**config.mk**
```make
export PLATFORM = sky130hd
export DESIGN_NAME = trs_status_bank
export DESIGN_NICKNAME = d
export VERILOG_FILES = /design/src/include/trs_pkg.sv /design/src/hdl/trs_sync.sv /design/src/hdl/trs_status_bank.sv
export SDC_FILE = /design/constraint.sdc
export NUM_CORES = 1
export LEC_CHECK = 0
export BUFFER_PORTS_ARGS = -buffer_cell sky130_fd_sc_hd__buf_4
export CAP_MARGIN = 30
export CORE_ASPECT_RATIO = 0.75
export CORE_MARGIN = 2
export CORE_UTILIZATION = 40
export DETAILED_ROUTE_END_ITERATION = 12
export GPL_TIMING_DRIVEN = 0
export PLACE_DENSITY = 0.78
export RECOVER_POWER = 50
export SETUP_SLACK_MARGIN = 0.15
export SLEW_MARGIN = 20
export SYNTH_ARGS = -nofsm -noshare
export SYNTH_HDL_FRONTEND = slang
export SYNTH_SLANG_ARGS = --single-unit
export TNS_END_PERCENT = 100
```
**constraint.sdc**
```tcl
create_clock -name pclk -period 2.4 [get_ports pclk]
set_clock_uncertainty 0.1 [all_clocks]
set_input_delay 0 -clock pclk [delete_from_list [all_inputs] [get_ports pclk]]
set_output_delay 0 -clock pclk [all_outputs]
set_load 0.02 [all_outputs]
```
**src/include/trs_pkg.sv**
```systemverilog
// Summary of operation
// - calibration-finished flag clears when calibration starts, sets on finish
// - power-up lock failure flag sets when power-up sequence ends unlocked
// - main status bit 5 shows raw instantaneous lock, reading 1 after reset
// - main status bit 4 shows lock filtered by the lock criterion setting
// - main status bit 3 shows carrier when strength exceeds threshold
// - main status bits 2,1,0 mirror lock, data clock and data pins
// - eight active-high submodule reset completion flags in one register
// - signal strength is seven low bits; top bit reads 0
// - strength counts 1.5 dB each, relative to amplifier gain setting
// - average offset is 8-bit two's complement decision level
// - average offset equals baud rate times value divided by 16
// - instant offset is signed 8-bit, baud rate times value over 8
// - calibration converter value high nibble, pump current low nibble
// - 3-bit silicon revision in top bits, codes 2 to 7 reserved
// - applied 5-bit oscillator array setting in low bits of revision word
// - bit 6 is 1 when reference current exceeds oscillator core current
// - frequency comparator in bit 7, 6-bit calibration current in bits 5:0
// - mixer sample bits 7:6, in-phase 5:3, quadrature 2:0
// - upper eight bits of channel filter in-phase output, full width
package trs_pkg;

    // ------------------------------------------------------------------
    // bus geometry
    // ------------------------------------------------------------------
    localparam int unsigned DATA_W      = 32;
    localparam int unsigned ADDR_W      = 12;
    localparam int unsigned ADDR_W_MIN  = 9;

    // ------------------------------------------------------------------
    // register indices; byte address is four times the index
    // ------------------------------------------------------------------
    localparam logic [7:0] IDX_PLL_PIN_STATUS  = 8'h40;
    localparam logic [7:0] IDX_RESET_COMPLETE  = 8'h41;
    localparam logic [7:0] IDX_SIGNAL_STRENGTH = 8'h42;
    localparam logic [7:0] IDX_AVG_FREQ_OFFSET = 8'h43;
    localparam logic [7:0] IDX_INST_FREQ_OFFSET = 8'h44;
    localparam logic [7:0] IDX_CAL_PUMP        = 8'h45;
    localparam logic [7:0] IDX_REV_ARRAY       = 8'h46;
    localparam logic [7:0] IDX_OSC_CAL         = 8'h47;
    localparam logic [7:0] IDX_CONV_SAMPLE     = 8'h48;
    localparam logic [7:0] IDX_FILT_INPHASE    = 8'h49;

    // ------------------------------------------------------------------
    // main status field positions
    // ------------------------------------------------------------------
    localparam int unsigned ST_CAL_DONE  = 7;
    localparam int unsigned ST_SEQ_FAIL  = 6;
    localparam int unsigned ST_LOCK_INST = 5;
    localparam int unsigned ST_LOCK_FILT = 4;
    localparam int unsigned ST_CARRIER   = 3;
    localparam int unsigned ST_LOCK_PIN  = 2;
    localparam int unsigned ST_CLK_PIN   = 1;
    localparam int unsigned ST_DATA_PIN  = 0;

    // ------------------------------------------------------------------
    // reset values
    // ------------------------------------------------------------------
    localparam logic RST_CAL_DONE  = 1'b0;
    localparam logic RST_SEQ_FAIL  = 1'b0;
    localparam logic RST_LOCK_INST = 1'b1;
    localparam logic RST_LOCK_FILT = 1'b0;
    localparam logic [DATA_W-1:0] RST_RDATA = 32'h0000_0000;

    // ------------------------------------------------------------------
    // filtered lock: consecutive locked cycles per criterion code
    // ------------------------------------------------------------------
    localparam int unsigned LOCK_CNT_W = 8;
    localparam logic [LOCK_CNT_W-1:0] LOCK_CNT_0 = 8'h10;
    localparam logic [LOCK_CNT_W-1:0] LOCK_CNT_1 = 8'h20;
    localparam logic [LOCK_CNT_W-1:0] LOCK_CNT_2 = 8'h40;
    localparam logic [LOCK_CNT_W-1:0] LOCK_CNT_3 = 8'h80;

    // ------------------------------------------------------------------
    // carriers
    // ------------------------------------------------------------------
    // live internal signals, same clock as the bus
    typedef struct packed {
        logic       cal_start;
        logic       cal_finish;
        logic       pu_seq_start;
        logic       pu_seq_end;
        logic       pu_seq_locked;
        logic       lock_raw;
        logic [1:0] lock_criterion;
        logic [7:0] reset_complete;
        logic [6:0] strength;
        logic [6:0] carrier_threshold;
        logic [7:0] avg_offset;
        logic [7:0] inst_offset;
        logic [3:0] cal_converter;
        logic [3:0] charge_pump_current_code;
        logic [4:0] oscillator_array_setting;
        logic       oscillator_current_comparator;
        logic       freq_comparator;
        logic [5:0] oscillator_calibration_current;
        logic [1:0] mixer_sample;
        logic [2:0] conv_inphase;
        logic [2:0] conv_quad;
        logic [7:0] filt_inphase;
    } trs_live_t;

    // pad levels, asynchronous to the bus clock
    typedef struct packed {
        logic lock_pin;
        logic data_clock_pin;
        logic data_pin;
    } trs_pins_t;

    // state of the bank, apart from the pad synchroniser flops
    typedef struct packed {
        logic                  cal_done;
        logic                  seq_fail;
        logic                  lock_inst;
        logic                  lock_filt;
        logic [LOCK_CNT_W-1:0] lock_cnt;
        logic [DATA_W-1:0]     rdata;
        logic                  ready;
        logic                  slverr;
    } trs_bank_state_t;

endpackage

```
**src/hdl/trs_sync.sv**
```systemverilog
`timescale 1ns/100ps
`default_nettype none
// ----------------------------------------------------------------------
// two-flop synchroniser for a vector of pad levels
// ----------------------------------------------------------------------
module trs_sync #(
    parameter int unsigned W = 3
) (
    input  wire logic         pclk,
    input  wire logic         presetn,
    input  wire logic [W-1:0] async_in,
    output var  logic [W-1:0] sync_out
);

    typedef struct packed {
        logic [W-1:0] meta;
        logic [W-1:0] stable;
    } trs_sync_state_t;

    trs_sync_state_t state_q;
    trs_sync_state_t state_d;

    // refuse an empty vector
    if (W < 1)
    begin : g_chk
        $error("trs_sync: width must be at least one");
    end

    // first stage feeds only the second
    always_comb
    begin
        state_d        = state_q;
        state_d.meta   = async_in;
        state_d.stable = state_q.meta;
    end

    always_ff @(posedge pclk or negedge presetn)
    begin
        if (!presetn)
        begin
            state_q <= '0;
        end
        else
        begin
            state_q <= state_d;
        end
    end

    assign sync_out = state_q.stable;

endmodule
`default_nettype wire

```
**src/hdl/trs_status_bank.sv**
```systemverilog
// The APB slave port was chosen for this implementation.
`timescale 1ns/100ps
`default_nettype none
// ----------------------------------------------------------------------
// read-only transceiver status bank, apb slave
// ----------------------------------------------------------------------
module trs_status_bank #(
    parameter int unsigned ADDR_W       = trs_pkg::ADDR_W,
    parameter logic [2:0]  SILICON_REV  = 3'h6  // arbitrary neutral value
) (
    input  wire logic                       pclk,
    input  wire logic                       presetn,
    input  wire logic                       psel,
    input  wire logic                       penable,
    input  wire logic                       pwrite,
    input  wire logic [ADDR_W-1:0]          paddr,
    input  wire logic [trs_pkg::DATA_W-1:0] pwdata,
    input  wire logic [3:0]                 pstrb,
    output var  logic [trs_pkg::DATA_W-1:0] prdata,
    output var  logic                       pready,
    output var  logic                       pslverr,
    input  wire trs_pkg::trs_live_t         live,
    input  wire trs_pkg::trs_pins_t         pins
);

    // ------------------------------------------------------------------
    // elaboration checks
    // ------------------------------------------------------------------
    if (ADDR_W < trs_pkg::ADDR_W_MIN)
    begin : g_chk_addr
        $error("trs_status_bank: address too narrow for register map");
    end

    // ------------------------------------------------------------------
    // declarations
    // ------------------------------------------------------------------
    localparam int unsigned IDX_W = ADDR_W - 2;

    trs_pkg::trs_bank_state_t state_q;
    trs_pkg::trs_bank_state_t state_d;
    trs_pkg::trs_pins_t       pins_s;
    logic [IDX_W-1:0]         reg_idx;
    logic                     setup;
    logic                     carrier;
    logic [7:0]               status_byte;
    logic [7:0]               read_byte;
    logic                     read_hit;
    logic [trs_pkg::LOCK_CNT_W-1:0] lock_thr;

    // write data and strobes are never used: every register is read-only
    logic unused_wr;
    assign unused_wr = ^{pwdata, pstrb};

    // ------------------------------------------------------------------
    // pad level synchronisers
    // ------------------------------------------------------------------
    trs_sync #(
        .W (3)
    ) u_pin_sync (
        .pclk     (pclk),
        .presetn  (presetn),
        .async_in (pins),
        .sync_out (pins_s)
    );

    // ------------------------------------------------------------------
    // address decode
    // ------------------------------------------------------------------
    // setup phase of an apb transfer; answer is staged here
    assign setup   = psel && !penable;
    assign reg_idx = paddr[ADDR_W-1:2];

    // ------------------------------------------------------------------
    // lock criterion to required locked run length
    // ------------------------------------------------------------------
    always_comb
    begin
        case (live.lock_criterion)
            2'h0:    lock_thr = trs_pkg::LOCK_CNT_0;
            2'h1:    lock_thr = trs_pkg::LOCK_CNT_1;
            2'h2:    lock_thr = trs_pkg::LOCK_CNT_2;
            2'h3:    lock_thr = trs_pkg::LOCK_CNT_3;
            default: lock_thr = trs_pkg::LOCK_CNT_3;
        endcase
    end

    // ------------------------------------------------------------------
    // main status byte
    // ------------------------------------------------------------------
    // carrier sense on strictly greater strength
    assign carrier = live.strength > live.carrier_threshold;

    always_comb
    begin
        status_byte = 8'h00;
        status_byte[trs_pkg::ST_CAL_DONE]  = state_q.cal_done;
        status_byte[trs_pkg::ST_SEQ_FAIL]  = state_q.seq_fail;
        status_byte[trs_pkg::ST_LOCK_INST] = state_q.lock_inst;
        status_byte[trs_pkg::ST_LOCK_FILT] = state_q.lock_filt;
        status_byte[trs_pkg::ST_CARRIER]   = carrier;
        status_byte[trs_pkg::ST_LOCK_PIN]  = pins_s.lock_pin;
        status_byte[trs_pkg::ST_CLK_PIN]   = pins_s.data_clock_pin;
        status_byte[trs_pkg::ST_DATA_PIN]  = pins_s.data_pin;
    end

    // ------------------------------------------------------------------
    // read multiplexer
    // ------------------------------------------------------------------
    // live values pass unchanged; scaling is left to software
    always_comb
    begin
        read_hit  = 1'b1;
        read_byte = 8'h00;
        if (reg_idx == IDX_W'(trs_pkg::IDX_PLL_PIN_STATUS))
        begin
            read_byte = status_byte;
        end
        else if (reg_idx == IDX_W'(trs_pkg::IDX_RESET_COMPLETE))
        begin
            read_byte = live.reset_complete;
        end
        else if (reg_idx == IDX_W'(trs_pkg::IDX_SIGNAL_STRENGTH))
        begin
            // 1.5 dB per count, relative to amplifier_gain_setting
            read_byte = {1'b0, live.strength};
        end
        else if (reg_idx == IDX_W'(trs_pkg::IDX_AVG_FREQ_OFFSET))
        begin
            // decision level, offset = baud * value / 16
            read_byte = live.avg_offset;
        end
        else if (reg_idx == IDX_W'(trs_pkg::IDX_INST_FREQ_OFFSET))
        begin
            // signed, offset = baud * value / 8
            read_byte = live.inst_offset;
        end
        else if (reg_idx == IDX_W'(trs_pkg::IDX_CAL_PUMP))
        begin
            read_byte = {live.cal_converter,
                         live.charge_pump_current_code};
        end
        else if (reg_idx == IDX_W'(trs_pkg::IDX_REV_ARRAY))
        begin
            read_byte = {SILICON_REV,
                         live.oscillator_array_setting};
        end
        else if (reg_idx == IDX_W'(trs_pkg::IDX_OSC_CAL))
        begin
            read_byte = {live.freq_comparator,
                         live.oscillator_current_comparator,
                         live.oscillator_calibration_current};
        end
        else if (reg_idx == IDX_W'(trs_pkg::IDX_CONV_SAMPLE))
        begin
            read_byte = {live.mixer_sample, live.conv_inphase,
                         live.conv_quad};
        end
        else if (reg_idx == IDX_W'(trs_pkg::IDX_FILT_INPHASE))
        begin
            read_byte = live.filt_inphase;
        end
        else
        begin
            read_hit = 1'b0;
        end
        // misaligned byte address is unmapped
        if (paddr[1:0] != 2'h0)
        begin
            read_hit  = 1'b0;
            read_byte = 8'h00;
        end
    end

    // ------------------------------------------------------------------
    // next state
    // ------------------------------------------------------------------
    always_comb
    begin
        state_d = state_q;

        // calibration finished: finish wins over a same-cycle start
        if (live.cal_start)
        begin
            state_d.cal_done = 1'b0;
        end
        if (live.cal_finish)
        begin
            state_d.cal_done = 1'b1;
        end

        // power-up lock failure: new sequence clears, failure sets
        if (live.pu_seq_start)
        begin
            state_d.seq_fail = 1'b0;
        end
        if (live.pu_seq_end && !live.pu_seq_locked)
        begin
            state_d.seq_fail = 1'b1;
        end

        // raw lock follows the detector, no filtering
        state_d.lock_inst = live.lock_raw;

        // filtered lock needs a run of locked cycles
        if (!live.lock_raw)
        begin
            state_d.lock_cnt  = '0;
            state_d.lock_filt = 1'b0;
        end
        else if (state_q.lock_cnt >= lock_thr)
        begin
            state_d.lock_filt = 1'b1;
        end
        else
        begin
            state_d.lock_cnt = state_q.lock_cnt + 1'b1;
        end

        // apb answer: staged in setup, shown for the access cycle
        state_d.ready  = setup;
        state_d.slverr = 1'b0;
        state_d.rdata  = '0;
        if (setup)
        begin
            state_d.slverr = !read_hit;
            // writes to mapped registers complete and change nothing
            if (!pwrite)
            begin
                state_d.rdata = {24'h00_0000, read_byte};
            end
        end
    end

    // ------------------------------------------------------------------
    // state register
    // ------------------------------------------------------------------
    always_ff @(posedge pclk or negedge presetn)
    begin
        if (!presetn)
        begin
            state_q.cal_done  <= trs_pkg::RST_CAL_DONE;
            state_q.seq_fail  <= trs_pkg::RST_SEQ_FAIL;
            state_q.lock_inst <= trs_pkg::RST_LOCK_INST;
            state_q.lock_filt <= trs_pkg::RST_LOCK_FILT;
            state_q.lock_cnt  <= '0;
            state_q.rdata     <= trs_pkg::RST_RDATA;
            state_q.ready     <= 1'b0;
            state_q.slverr    <= 1'b0;
        end
        else
        begin
            state_q <= state_d;
        end
    end

    // ------------------------------------------------------------------
    // outputs straight from flops
    // ------------------------------------------------------------------
    assign prdata  = state_q.rdata;
    assign pready  = state_q.ready;
    assign pslverr = state_q.slverr;

endmodule
`default_nettype wire

```
## After elaboration in Yosys (flattened, before gate mapping)

Index checks and enable logic that the tools add are counted.

| storage, ports and cells | value |
|---|---|
| flip-flop bits (word level) | 52 |
| input bits | 139 |
| output and inout bits | 34 |
| logic and storage cells | 70 |

| operators by class | value |
|---|---|
| add/sub/neg operators | 1 |
| order comparisons | 2 |
| equal/unequal tests | 15 |
| multiplexer cells | 33 |
| reductions and logical operators | 9 |

Operators with widths:

| kind | number |
|---|---|
| $mux W8 | 14 |
| $eq A10 B7 Y1 const B | 10 |
| $pmux W8 S4 | 1 |
| $mux W1 | 17 |
| $mux W9 | 1 |
| $add A8 B1 Y8 const B | 1 |
| $ge A8 B8 Y1 | 1 |
| $gt A7 B7 Y1 | 1 |
| $reduce_bool A2 Y1 | 3 |
| $eq A2 B2 Y1 const B | 2 |
| $logic_not A1 Y1 | 3 |
| $eq A2 B1 Y1 const B | 1 |
| $logic_and A1 B1 Y1 | 2 |
| $logic_not A2 Y1 | 1 |
| $ne A2 B1 Y1 const B | 1 |
| $ne A2 B2 Y1 const B | 1 |

## Logic depth before layout (Yosys ltp)

Gate-level depths: netlist of the first run.

| depth | value |
|---|---|
| word-level depth | 14 |
| mapped depth | 8 |
| gate-level depth less buffers | 7 |

## Modules after synthesis

From an unflattened synthesis of the first run, not the netlist that was laid out.

| second synthesis, totals | value |
|---|---|
| cells, all modules | 304 |
| area, all modules | 2549.9 sq um |

By module, submodules not included:

| module | instances | cells each | area each (sq um) | seq. area each (sq um) |
|---|---|---|---|---|
| trs_status_bank | 1 | 298 | 2399.8 | 551.8 |
| trs_sync | 1 | 6 | 150.1 | 150.1 |

## Least setup slack after synthesis of the first run

Ideal clock, no wire load.

| timing path | value |
|---|---|
| path kind | flip-flop to flip-flop |
| from | reg state_q[40] in the netlist's numbering |
| to | reg state_q[40] in the netlist's numbering |
| setup time | 0.119 ns |
| arrival time | 1.597 ns |
| data required time | 2.181 ns |
| slack | 0.584 ns |
| stages on the path, launching flop included | 8 |
| buffers on the path | 1 |
| period minus slack after synthesis | 1.816 ns |
| cells stage by stage | dfrtp_1 ha_1 a21oi_1 nor2b_1 buf_1 nor4_1 xor2_1 and2_1 |

| on the way | value |
|---|---|
| word-level cells in the longest chain between the ends | 3 |
| elaborated cells on any way between the ends | 5 |
| those cells by class | add/sub (1); order compare (1); eq/ne (1); mux (2) |

Ends and longest elaborated chain:

| what | line | text |
|---|---|---|
| start, declared | trs_status_bank.sv:39 | `trs_pkg::trs_bank_state_t state_q;` |
| start signal, assigned | trs_status_bank.sv:252 | `state_q <= state_d;` |
| $add A8 B1 Y8 | trs_status_bank.sv:216 | `state_d.lock_cnt = state_q.lock_cnt + 1'b1;` |
| $mux W8 | trs_status_bank.sv:210 | `else if (state_q.lock_cnt >= lock_thr)` |
| $mux W9 | trs_status_bank.sv:205 | `if (!live.lock_raw)` |

Parallel ways exist; a longest one is shown, timed or not. The select of a mux whose other input is x is not followed.
A chain may end at the register's enable or synchronous reset.

==> results of run 1 <==
==> flip-flops by register name, summed over array words and instances, names as in the netlist <==
name and cells:
pready 1, pslverr 1, prdata 8, u_pin_sync.sync_out 3, u_pin_sync.state_d 3, state_q 12
==> cell usage after synthesis, types with 7 or more instances <==
library cell	number
sky130_fd_sc_hd__a21oi_1	20
sky130_fd_sc_hd__and2_1	7
sky130_fd_sc_hd__buf_4	32
sky130_fd_sc_hd__clkbuf_1	9
sky130_fd_sc_hd__dfrtp_1	27
sky130_fd_sc_hd__ha_1	13
sky130_fd_sc_hd__inv_1	19
sky130_fd_sc_hd__mux2i_1	17
sky130_fd_sc_hd__nand2_1	16
sky130_fd_sc_hd__nand2b_1	12
sky130_fd_sc_hd__nand3_1	14
sky130_fd_sc_hd__nor2_1	14
sky130_fd_sc_hd__o21ai_0	17
sky130_fd_sc_hd__o22ai_1	10
==> metrics by stage <==
| stage | setup WS (ns) | hold slack [ns] | power [W] | std cells |
|---|---|---|---|---|
| 6_report | 0.260 | 0.0308 | 0.00131 | 545 |
| 5_1_grt | 0.169 | 0.0348 | 0.00138 | 545 |
| 4_1_cts | 0.311 | 0.00297 | 0.00132 | 544 |
| 3_5_place_dp | 0.329 | -0.160 | 0.000924 | 521 |
| 3_3_place_gp | 0.399 | -0.163 | 0.000913 | 521 |
| 2_1_floorplan | 0.584 | -0.396 | 0.000726 | 329 |
==> worst min-delay path by stage <==
| stage | start | endpoint | slack (ns) | depth (start not counted) |
|---|---|---|---|---|
| floorplan | presetn | prdata[0]$_DFF_PN0_ | -0.40 | 0 |
| global placement | presetn | pready$_DFF_PN0_ | -0.16 | 1 |
| detailed placement | presetn | pready$_DFF_PN0_ | -0.16 | 1 |
| CTS | paddr[7] | prdata[6]$_DFF_PN0_ | 0.003 | 4 |
| global route | live[71] | prdata[4]$_DFF_PN0_ | 0.03 | 4 |
| finish | live[71] | prdata[4]$_DFF_PN0_ | 0.03 | 4 |
==> metal layers <==
layer  routed length [um]  share of wire, %  track usage (%)  up-vias
met3                  658               8.1             3.31       15
met1                 3520                43             31.3     1297
met2                 3830                47             39.8      140
li1                     -                 -                -     1369
met4                  114               1.4             4.44        0
met5                    0                 0                0        -
==> cells by family (layout without fill, tap and decap cells) <==
| group | count (synthesis) | count (layout) |
|---|---|---|
| buffers and inverters | 65 | 200 |
| AO/OA/AOI/OAI | 78 | 78 |
| AND/OR/NAND/NOR | 98 | 98 |
| adder cells (fa/ha/maj) | 13 | 13 |
| other | 1 | 24 |
| multiplexers | 17 | 17 |
| XOR/XNOR | 6 | 6 |
| flip-flops | 28 | 28 |
==> power by group <==
part           leakage, nW  switching [W]  internal, W  total [W]
Clock               0.0357       0.000146     0.000223   0.000370
Sequential           0.364      0.0000119     0.000490   0.000502
Combinational         1.51       0.000210     0.000232   0.000442
Total                 1.91       0.000368     0.000946    0.00131
==> tightest hold or removal path, delay by kind of cell <==
kind / cells / cell delay, ns
AND/OR/NAND/NOR: 1 / 0.09
buffers and inverters: 1 / 0.11
AO/OA/AOI/OAI: 2 / 0.18
==> layout make-up <==
type	instances	area, um^2
repair buffers	131	1020
clock buffers	3	41.3
multi-input cells	236	1540
plain buffers	46	297
flip-flops and latches	28	702
well taps	81	101
fillers	570	2390
inverters	19	71.3
clock inverters	1	30.0
==> summary.log, run 1 <==
[sta] final period demand of the worst path 2.14 ns
[critical_path] beginning of the critical path paddr[1]
[finish] share of layout cells above drive strength 1 33.0%
[clocking] maximum root-to-sink buffer count 2
[sta] count of endpoints failing setup in the final report 0
[global_routing] via count of the first global-routing pass 2717
[sta] Period Utilization, post-route 89.2%
[drt] TritonRoute pass-1 iters 5
[place] Port-buffer cells 111
[yosys] async set or reset register ratio after synthesis 100%
[power_and_ir_drop] pwr/cell area 345 nW/um^2
[yosys] top cells by area, synth sky130_fd_sc_hd__dfrtp_1 27%, sky130_fd_sc_hd__buf_4 9.5%, sky130_fd_sc_hd__mux2i_1 6.7%, sky130_fd_sc_hd__ha_1 6.4%, sky130_fd_sc_hd__a21oi_1 4.0%
[yosys] multiplexer share of the synthesized area 6.74%
[yosys] simple-gate portion of the synthesized area 22.3%
[finish] most common cell after layout, fill and taps aside sky130_fd_sc_hd__buf_4
[yosys] Adder-Cell Fraction of Synth Area 6.44%
[yosys] number of enable-type register cells in the synthesized netlist 0
[sta] unrepaired setup endpoints after global routing false
[place] detailed placer's ending HPWL 6.49 mm
[sta] number of hold violations in the final report 0
[yosys] library cells used by synthesis 56
[yosys] combinational family with the most area after synthesis simple AND/OR/NAND/NOR gates
[drt] via-per-instance ratio 5.18
[die] Die Span Y 72.8 um
[sta] worst relative slew slack 2.14%
[clocking] number of buffers added for setup after CTS 0
[sta] Worst Tran Pin Value 1.47 ns
[finish] final core utilization 61.5%
[finish] post-synthesis to final-layout area growth 50.7%
[yosys] summed instance area of the synthesized netlist 2530 um^2
[clocking] post-cts gate resize count 0
[yosys] number of register bits inferred by synthesis 28
[global_routing] maximum number of pins on one net before global-route repair 29
[global_routing] global-route usage over all layers 23.2%
[drt] violation count after the first detailed-routing iteration 142
[yosys] synthesis warning total 0
[drt] remaining design rule violation count 0
[global_routing] wire length of the first global-routing pass 12.6 mm
[critical_path] Critical Path RT 2.52 ns
[critical_path] largest fanout of any net on the critical path 3
[critical_path] Worst Setup EP prdata[0]$_DFF_PN0_
[place] global placement routability congestion 0.918
[drt] wire per inst 14.9 um
[power_and_ir_drop] Worst VDD drop 0.213 mV
[critical_path] R2R Path End state_q[34]$_DFFE_PN0P_
[die] Die Wd 95.8 um
[clocking] cell at the root of the clock tree sky130_fd_sc_hd__clkbuf_8
[clocking] TritonCTS clock tree built
[critical_path] delay of the slowest cell on the worst path 0.73 ns
[critical_path] reg-to-reg critical path startpoint state_q[38]$_DFFE_PN0P_
[die] placeable core area 6190 um^2
[critical_path] CP arrival 2.26 ns
[die] cell row count 25
[critical_path] number of cells on the critical path 5
[critical_path] kind of capture point of the worst setup path flip-flop
[sta] Pins Over Slew Limit 0
[yosys] sequential share of the synthesized area 27.8%
[clocking] number of levels in the clock H-tree 1
[finish] Inserted Diodes 0
[clocking] number of sinks handled by clock tree synthesis 28
[critical_path] Critical Path Slowest Stage Cell sky130_fd_sc_hd__dlygate4sd3_1
[clocking] clock slew at the register clock pins of the worst setup and hold paths 0.10 ns
[yosys] Top FF cell, synth sky130_fd_sc_hd__dfrtp_1
[die] DIE AREA 6970 um^2
[finish] top library cells by usage in the layout, fill and taps aside 138 x sky130_fd_sc_hd__buf_4, 27 x sky130_fd_sc_hd__dfrtp_1, 24 x sky130_fd_sc_hd__conb_1
[finish] number of nets in the final layout 617
[yosys] Yosys top cell by area sky130_fd_sc_hd__dfrtp_1
[job] max-capacitance violation count 0
[die] Top Ports 173
[critical_path] setup slack of the most critical reg-to-reg path 0.31 ns
[clocking] Post-CTS Hold Fix Bufs 19
[yosys] number of standard cells after synthesis 306
[critical_path] startpoint class of the critical path input port
[yosys] area share of the leading cell type in the synthesized netlist 26.7%
[status] status complete, no violations
[clocking] Inserted Clock Buffers 3
[drt] count of vias placed by the detailed router 2821
[die] initial cell density of the core 40.8%
[worst_hold_path] Min-Delay Path Class input port to flip-flop
[yosys] average size of a mapped cell 8.26 um^2
[critical_path] Top cell by count, worst path sky130_fd_sc_hd__dlygate4sd3_1
[finish] post-route cell area 3810 um^2
[critical_path] depth of the worst register-to-register path 7
[critical_path] path type of the worst setup path input port to flip-flop
[global_routing] remaining global-route overflow 0
[sta] fmax 467 MHz
[critical_path] worst path cell trace dlygate4sd3_1, buf_4, nor4_1, dlygate4sd3_1, o2111a_1
[drt] total wire length 8.12 mm
[sta] total negative slack for setup checks 0 ns
[global_routing] antenna violations before repair 0
[power_and_ir_drop] standby leakage power 1.91 nW
[drt] antenna-violating nets left 0
[yosys] Compound-Gate Fraction of Synth Area 20.0%
[critical_path] Crit path max-delay family buffers and inverters
[clocking] Clock Latency Late Sink 0.28 ns
[critical_path] CP bufs+invs 3
[place] placement-stage cell area 3550 um^2
[yosys] Post-Synth XOR/XNOR Area 2.08%
No activity file was read; power rests on OpenSTA's default activity.
==> run 2: changes to the inputs <==
- CORE_UTILIZATION: 40 -> 38
- PLACE_DENSITY: 0.78 -> 0.77
- clock period: 2.4 -> 1.9 ns (I/O delays scaled with it)
==> run 2 against run 1 <==
- wire length rose by 6.7%
- power rose by 31%
- final area is 5.1% higher
- sequential power up 26%
- sequential share of layout area down 0.89 points
- largest cell class unchanged
==> summary.log, run 2 (same netlist as run 1, synthesis figures left out) <==
[die] placeable core area 6380 um^2 [+3.0%]
[drt] via-per-instance ratio 5.23 [+0.94%]
[sta] worst-case setup margin in the final layout 0.0880 ns [-0.172 ns]
[finish] Inserted Diodes 0 [unchanged]
[power_and_ir_drop] Design Power 0.00172 W [+31%]
[power_and_ir_drop] sequential cell fraction of total power 36.8% [-1.4 points]
[clocking] cell at the root of the clock tree sky130_fd_sc_hd__clkbuf_8
[place] detailed placer's ending HPWL 6.50 mm [+0.13%]
[global_routing] via count of the first global-routing pass 2726 [+0.33%]
[sta] worst relative slew slack 36.9% [+35 points]
[drt] remaining design rule violation count 0 [unchanged]
[finish] FILL cells 528 [-7.4%]
[drt] total wire length 8.66 mm [+6.7%]
[sta] Period Utilization, post-route 95.4%
[place] Port-buffer cells 111 [unchanged]
[global_routing] remaining global-route overflow 0 [unchanged]
[drt] violation count after the first detailed-routing iteration 178 [+25%]
[die] Top Ports 173 [unchanged]
[power_and_ir_drop] switching part of the total power 28.7% [+0.71 points]
[power_and_ir_drop] combinational group share of total power 36.3% [+2.7 points]
[sta] total negative slack for setup checks 0 ns [unchanged]
[job] max-capacitance violation count 0 [unchanged]
[sta] fmax 552 MHz
[clocking] number of sinks handled by clock tree synthesis 28 [unchanged]
[critical_path] CP arrival 1.87 ns [-0.39 ns]
[die] initial cell density of the core 39.6% [-1.2 points]
[finish] share of layout cells above drive strength 1 39.1% [+6.2 points]
[critical_path] startpoint class of the critical path flip-flop
[finish] post-synthesis to final-layout area growth 58.3%
[power_and_ir_drop] internal cell power 0.00123 W [+30%]
[critical_path] Critical Path RT 1.96 ns [-0.56 ns]
[finish] Largest register FFs 12 [unchanged]
[global_routing] maximum number of pins on one net before global-route repair 29 [unchanged]
[sta] number of hold violations in the final report 0 [unchanged]
[die] cell row count 25 [unchanged]
[critical_path] delay of the slowest cell on the worst path 0.39 ns [-0.34 ns]
[clocking] TritonCTS clock tree built
[drt] count of vias placed by the detailed router 2879 [+2.1%]
[critical_path] kind of capture point of the worst setup path flip-flop
[die] DIE AREA 7320 um^2 [+5.0%]
[status] status complete, no violations
[power_and_ir_drop] standby leakage power 1.98 nW [+3.4%]
[critical_path] worst path cell trace inv_2, ha_4, nand4bb_4, a21oi_4, buf_6, nor3_2, xor2_1, and2_1
[drt] antenna-violating nets left 0 [unchanged]
[global_routing] global-route usage over all layers 22.4% [-0.79 points]
[global_routing] antenna violations before repair 0 [unchanged]
[place] pre-CTS setup slack -0.133 ns [-0.463 ns]
[sta] Worst Tran Pin Value 0.943 ns [-0.524 ns]
[clocking] clock slew at the register clock pins of the worst setup and hold paths 0.10 ns [about the same]
[die] Die Wd 98.1 um [+2.5%]
[power_and_ir_drop] fraction of power consumed by the clock network 27.0% [-1.1 points]
[critical_path] path type of the worst setup path flip-flop to flip-flop
[clocking] Inserted Clock Buffers 3 [unchanged]
[power_and_ir_drop] pwr/cell area 431 nW/um^2 [+25%]
[finish] top library cells by usage in the layout, fill and taps aside 146 x sky130_fd_sc_hd__buf_4, 27 x sky130_fd_sc_hd__dfrtp_1, 24 x sky130_fd_sc_hd__conb_1
[clocking] maximum root-to-sink buffer count 2 [unchanged]
[worst_hold_path] Min-Delay Path Class input port to flip-flop
[global_routing] wire length of the first global-routing pass 13.1 mm [+4.0%]
[finish] number of nets in the final layout 623 [+0.97%]
[sta] Pins Over Slew Limit 0 [unchanged]
[die] Die Span Y 74.6 um [+2.5%]
[place] global placement routability congestion 0.906 [-1.4%]
[sta] unrepaired setup endpoints after global routing true
[critical_path] largest fanout of any net on the critical path 3 [unchanged]
[critical_path] Critical Path Slowest Stage Cell sky130_fd_sc_hd__dfrtp_1
[power_and_ir_drop] NetSw 0.000495 W [+35%]
[sta] final period demand of the worst path 1.81 ns
[drt] wire per inst 15.7 um [+5.5%]
[sta] count of endpoints failing setup in the final report 0 [unchanged]
[power_and_ir_drop] Worst VDD drop 0.360 mV [+69%]
[finish] most flop-heavy register state_q
[clocking] Clock Latency Late Sink 0.28 ns [about the same]
[finish] post-route cell area 4000 um^2 [+5.1%]
[clocking] number of levels in the clock H-tree 1 [unchanged]
[drt] TritonRoute pass-1 iters 5 [unchanged]
[place] placement-stage cell area 3580 um^2 [+0.81%]
[finish] most common cell after layout, fill and taps aside sky130_fd_sc_hd__buf_4
==> run 2: layer usage <==
metal,GRT usage [%],wire [um],up-vias
li1,-,-,1377
met1,30.8,3750,1315
met2,38.1,3900,173
met3,4.64,897,14
met4,3.04,112,0
met5,0,0,-
==> run 2: worst paths after layout <==
| kind | startpoint | endpoint | slack [ns] | depth (start not counted) |
|---|---|---|---|---|
| max in group asynchronous | presetn | state_q[36]$_DFFE_PN0P_ | 1.07 | 2 |
| worst max-delay path | state_q[38]$_DFFE_PN0P_ | state_q[36]$_DFFE_PN0P_ | 0.09 | 8 |
| worst min register to register | u_pin_sync.state_d[0]$_DFF_PN0_ | u_pin_sync.sync_out[0]$_DFF_PN0_ | 0.26 | 0 |
| worst max register to register | state_q[38]$_DFFE_PN0P_ | state_q[36]$_DFFE_PN0P_ | 0.09 | 8 |
| worst min-delay path | live[67] | prdata[0]$_DFF_PN0_ | 0.008 | 4 |
| min in group asynchronous | presetn | prdata[3]$_DFF_PN0_ | 0.19 | 2 |
==> run 2: area by class of cell <==
class | count | area [um^2] | share of cell area [%]
flip-flops and latches | 28 | 702 | 17.5
plain buffers | 46 | 305 | 7.63
repair buffers | 137 | 1060 | 26.6
clock buffers | 3 | 41.3 | 1.03
clock inverters | 1 | 30.0 | 0.751
well taps | 81 | 101 | 2.53
multi-input cells | 236 | 1680 | 42.1
inverters | 19 | 71.3 | 1.78
==> run 2: per-stage QoR <==
stage / util [%] / instances / hold WS, ns
after floorplan: - / 329 / -0.396
after global placement: 56.0 / 521 / -0.166
after detailed placement: 56.0 / 521 / -0.167
after CTS: 61.1 / 546 / -0.0249
after global routing: 62.7 / 551 / 0.0208
final: 62.7 / 551 / 0.00784
==> run 2: worst max-delay path: cells and delay by family, from the launching register on <==
kind	cells	cell delay [ns]
flops	1	0.39
simple gates	3	0.35
fa+ha+maj	1	0.27
compound gates	1	0.22
buf+inv	2	0.21
xor+xnor	1	0.17
==> run 2: power by group through the flow <==
stage	Combinational, W	Sequential (W)	Clock [W]
2_1_floorplan	0.000278	0.000644	0
3_5_place_dp	0.000528	0.000646	0
3_3_place_gp	0.000521	0.000644	0
5_1_grt	0.000678	0.000638	0.000495
6_report	0.000625	0.000634	0.000465
4_1_cts	0.000579	0.000634	0.000470
==> run 2: repair_timing <==
action / in CTS / in global routing
hold buffers: 15 / 0
hold endpoints to repair: 44 / 0
resized for setup: 11 / 13
endpoints found under the setup margin: 9 / 11
setup buffers: 6 / 4
pin swaps: 6 / 6
==> run 3: changes to the inputs <==
- BUFFER_PORTS_ARGS: -buffer_cell sky130_fd_sc_hd__buf_4 -> not set
- CORE_UTILIZATION: 38 -> 40
- DONT_BUFFER_PORTS: not set -> 1
- PLACE_DENSITY: 0.77 -> not set
- SYNTH_HIERARCHICAL: not set -> 1
==> run 3 against run 2 <==
- the run now ends with hold timing, capacitance limit, slew limit, setup timing left
- synthesized area up 0.94%
- worst hold slack worse by 0.40 ns
- highest routed layer unchanged
- largest cell class unchanged
- sequential share of layout area up 3.6 points
- wire length down 5.2%
- critical path depth unchanged
- via count down 7.1%
- critical endpoint is now state_q[40]$_DFFE_PN0P_
==> summary.log, run 3 <==
[status] status finished, violations left
[status] violated checks hold timing, capacitance limit, slew limit, setup timing
[critical_path] R2R Path End state_q[40]$_DFFE_PN0P_
[place] global placement routability congestion 0.901 [-0.55%]
[drt] remaining design rule violation count 0 [unchanged]
[sta] Hold Slack -0.388 ns [-0.396 ns]
[clocking] cell at the root of the clock tree sky130_fd_sc_hd__clkbuf_8
[clocking] number of levels in the clock H-tree 1 [unchanged]
[clocking] maximum root-to-sink buffer count 2 [unchanged]
[yosys] number of enable-type register cells in the synthesized netlist 0 [unchanged]
[drt] total wire length 8.21 mm [-5.2%]
[clocking] Post-CTS Hold Fix Bufs 45 [+30]
[die] Die Span Y 73.1 um [-2.0%]
[global_routing] antenna violations before repair 0 [unchanged]
[finish] top library cells by usage in the layout, fill and taps aside 44 x sky130_fd_sc_hd__dlygate4sd3_1, 39 x sky130_fd_sc_hd__buf_4, 27 x sky130_fd_sc_hd__dfrtp_1
[place] Cells after DPL 409 [-21%]
[yosys] synthesis warning total 6 [+6]
[finish] register area 702 um^2 [unchanged]
[global_routing] global-route usage over all layers 22.7% [+0.33 points]
[yosys] sequential share of the synthesized area 27.5% [-0.26 points]
[yosys] number of register bits inferred by synthesis 28 [unchanged]
[finish] fin cells 464 [-16%]
[yosys] top cells by area, synth sky130_fd_sc_hd__dfrtp_1 26%, sky130_fd_sc_hd__buf_4 9.4%, sky130_fd_sc_hd__ha_1 6.4%, sky130_fd_sc_hd__a21oi_1 4.9%, sky130_fd_sc_hd__mux2i_1 4.3%
[critical_path] largest fanout of any net on the critical path 6 [+3]
[yosys] async set or reset register ratio after synthesis 100% [unchanged]
[critical_path] path type of the worst setup path flip-flop to flip-flop
[job] max-capacitance violation count 1 [+1]
[global_routing] maximum number of pins on one net before global-route repair 29 [unchanged]
[critical_path] CP arrival 2.11 ns [+0.24 ns]
[yosys] top cell types by occurrence after synthesis 32 x sky130_fd_sc_hd__buf_4, 27 x sky130_fd_sc_hd__dfrtp_1, 25 x sky130_fd_sc_hd__a21oi_1
[worst_hold_path] startpoint of the most critical hold path live[77]
[drt] violation count after the first detailed-routing iteration 241 [+35%]
[critical_path] worst path cell trace inv_1, ha_1, nor4bb_1, o211ai_1, a21boi_2, buf_4, or4_4, a21oi_2
[critical_path] kind of capture point of the worst setup path flip-flop
[clocking] TritonCTS clock tree built
[die] cell row count 25 [unchanged]
[sta] Worst Tran Pin Value 1.54 ns [+0.593 ns]
[worst_hold_path] Cells on Worst Hold Path 0 [-4]
[drt] via-per-instance ratio 5.77 [+10%]
[clocking] number of sinks handled by clock tree synthesis 28 [unchanged]
[power_and_ir_drop] Worst VDD drop 0.350 mV [-2.7%]
[die] placeable core area 6220 um^2 [-2.5%]
[finish] post-route cell area 3320 um^2 [-17%]
[yosys] number of standard cells after synthesis 304 [-0.65%]
[clocking] clock slew at the register clock pins of the worst setup and hold paths 0.10 ns [about the same]
[sta] Pins Over Slew Limit 29 [+29]
[sta] worst relative slew slack -2.44% [-39 points]
[clocking] Inserted Clock Buffers 3 [unchanged]
[global_routing] via count of the first global-routing pass 2452 [-10%]
[finish] Largest register FFs 12 [unchanged]
[sta] fmax 500 MHz [-9.4%]
[drt] TritonRoute pass-1 iters 5 [unchanged]
[critical_path] reg-to-reg critical path startpoint state_q[38]$_DFFE_PN0P_
[critical_path] startpoint class of the critical path flip-flop
[yosys] Yosys top cell by area sky130_fd_sc_hd__dfrtp_1
[critical_path] delay of the slowest cell on the worst path 0.41 ns [+0.02 ns]
[critical_path] Critical Path RT 2.01 ns [+0.05 ns]
[yosys] library cells used by synthesis 62 [+11%]
[place] placement-stage cell area 2780 um^2 [-22%]
[die] DIE AREA 7040 um^2 [-3.9%]
[sta] final period demand of the worst path 2.00 ns [+0.187 ns]
[sta] total negative slack for setup checks -0.322 ns [-0.322 ns]
[finish] most flop-heavy register state_q
[sta] unrepaired setup endpoints after global routing true
[critical_path] setup slack of the most critical reg-to-reg path -0.1 ns [-0.19 ns]
[worst_hold_path] Min-Delay Path Class input port to flip-flop
[drt] wire per inst 17.7 um [+13%]
[die] Die Wd 96.2 um [-2.0%]
[yosys] Top FF cell, synth sky130_fd_sc_hd__dfrtp_1
[finish] area used by multi-input combinational logic 1590 um^2 [-5.4%]
[finish] final core utilization 53.3% [-9.4 points]
[finish] share of layout cells above drive strength 1 17.0% [-22 points]
[yosys] average size of a mapped cell 8.39 um^2 [+1.6%]
[place] Port-buffer cells 0 [-100%]
[place] detailed placer's ending HPWL 6.20 mm [-4.6%]
[die] initial cell density of the core 41.0% [+1.4 points]
[sta] count of endpoints failing setup in the final report 6 [+6]
[drt] antenna-violating nets left 0 [unchanged]
[worst_hold_path] worst hold endpoint state_q[43]$_DFF_PN1_
[power_and_ir_drop] standby leakage power 1.46 nW [-26%]
[yosys] area share of the leading cell type in the synthesized netlist 26.5% [-0.25 points]
[drt] count of vias placed by the detailed router 2676 [-7.1%]
[finish] post-synthesis to final-layout area growth 30.2%
[sta] Period Utilization, post-route 105% [+9.9 points]
[finish] number of nets in the final layout 536 [-14%]
[yosys] summed instance area of the synthesized netlist 2550 um^2 [+0.94%]
[finish] Inserted Diodes 0 [unchanged]
[critical_path] CP bufs+invs 2 [unchanged]
[critical_path] depth of the worst register-to-register path 8 [unchanged]
[critical_path] Critical Path Slowest Stage Cell sky130_fd_sc_hd__or4_4
[finish] FILL cells 602 [+14%]
[global_routing] wire length of the first global-routing pass 12.3 mm [-5.8%]
[yosys] library cell with the highest instance count after synthesis sky130_fd_sc_hd__buf_4
[clocking] Clock Latency Late Sink 0.27 ns [about the same]
[finish] most common cell after layout, fill and taps aside sky130_fd_sc_hd__dlygate4sd3_1
[sta] number of hold violations in the final report 10 [+10]
[global_routing] remaining global-route overflow 0 [unchanged]
[sta] worst-case setup margin in the final layout -0.0991 ns [-0.187 ns]
[power_and_ir_drop] pwr/cell area 420 nW/um^2 [-2.5%]
[critical_path] Crit path max-delay family simple AND/OR/NAND/NOR gates
[die] Top Ports 173 [unchanged]
run 3: stage by stage:
stage | worst slack, ns | hold WS (ns) | total power (W)
after floorplan | -0.0209 | -0.396 | 0.000906
after global placement | -0.184 | -0.395 | 0.000958
after detailed placement | -0.191 | -0.395 | 0.000964
after CTS | -0.116 | -0.397 | 0.00141
after global routing | -0.209 | -0.408 | 0.00148
final | -0.0991 | -0.388 | 0.00140
run 3: worst reg2reg max path: cells and delay by family, from the launching register on:
family	cells	cell delay, ns
AND/OR/NAND/NOR	2	0.55
AO/OA/AOI/OAI	3	0.45
flip-flops	1	0.37
adder cells (fa/ha/maj)	1	0.25
buffers and inverters	2	0.21
run 3: repair_timing:
item,in CTS,in global routing
endpoints found under the hold margin,53,10
setup endpoints to repair,9,10
buffers inserted,6,0
gates resized for setup,0,4
pin swaps,7,5
run 3: cell type report:
| class | instances | share of cell area, % |
|---|---|---|
| plain buffers | 47 | 9.42 |
| clock buffers | 4 | 1.36 |
| inverters | 19 | 2.15 |
| multi-input cells | 233 | 48.0 |
| well taps | 81 | 3.05 |
| flip-flops and latches | 28 | 21.1 |
| repair buffers | 52 | 14.9 |
run 3: logic make-up after synthesis:
logic type,synth area share [%]
muxes,4.32
AOI/OAI and AO/OA,26.2
other,0.147
DFF,27.5
and+or+nand+nor,20.7
adders and majority gates,6.38
buffers and inverters,14.7
run 3: routing by layer:
| metal | GRT usage (%) | vias up | routed length, um |
|---|---|---|---|
| met4 | 4.60 | 0 | 95 |
| met1 | 31.3 | 1241 | 3500 |
| met2 | 37.1 | 181 | 3570 |
| met5 | 0 | - | 0 |
| met3 | 4.44 | 10 | 1030 |
| li1 | - | 1244 | - |
run 3: where the power goes:
group | switching (W) | internal (W) | total, W
Combinational | 0.000224 | 0.000200 | 0.000424
Clock | 0.000187 | 0.000150 | 0.000338
Sequential | 0.0000165 | 0.000618 | 0.000634
run 3: how the worst max path moves through the flow:
stage,cells past startpoint,startpoint,end
CTS,8,state_q[38]$_DFFE_PN0P_,state_q[40]$_DFFE_PN0P_
floorplan,5,state_q[41]$_DFFE_PN0P_,state_q[41]$_DFFE_PN0P_
global route,8,state_q[38]$_DFFE_PN0P_,state_q[40]$_DFFE_PN0P_
detailed placement,8,state_q[38]$_DFFE_PN0P_,state_q[39]$_DFFE_PN0P_
global placement,8,state_q[38]$_DFFE_PN0P_,state_q[39]$_DFFE_PN0P_
finish,8,state_q[38]$_DFFE_PN0P_,state_q[40]$_DFFE_PN0P_
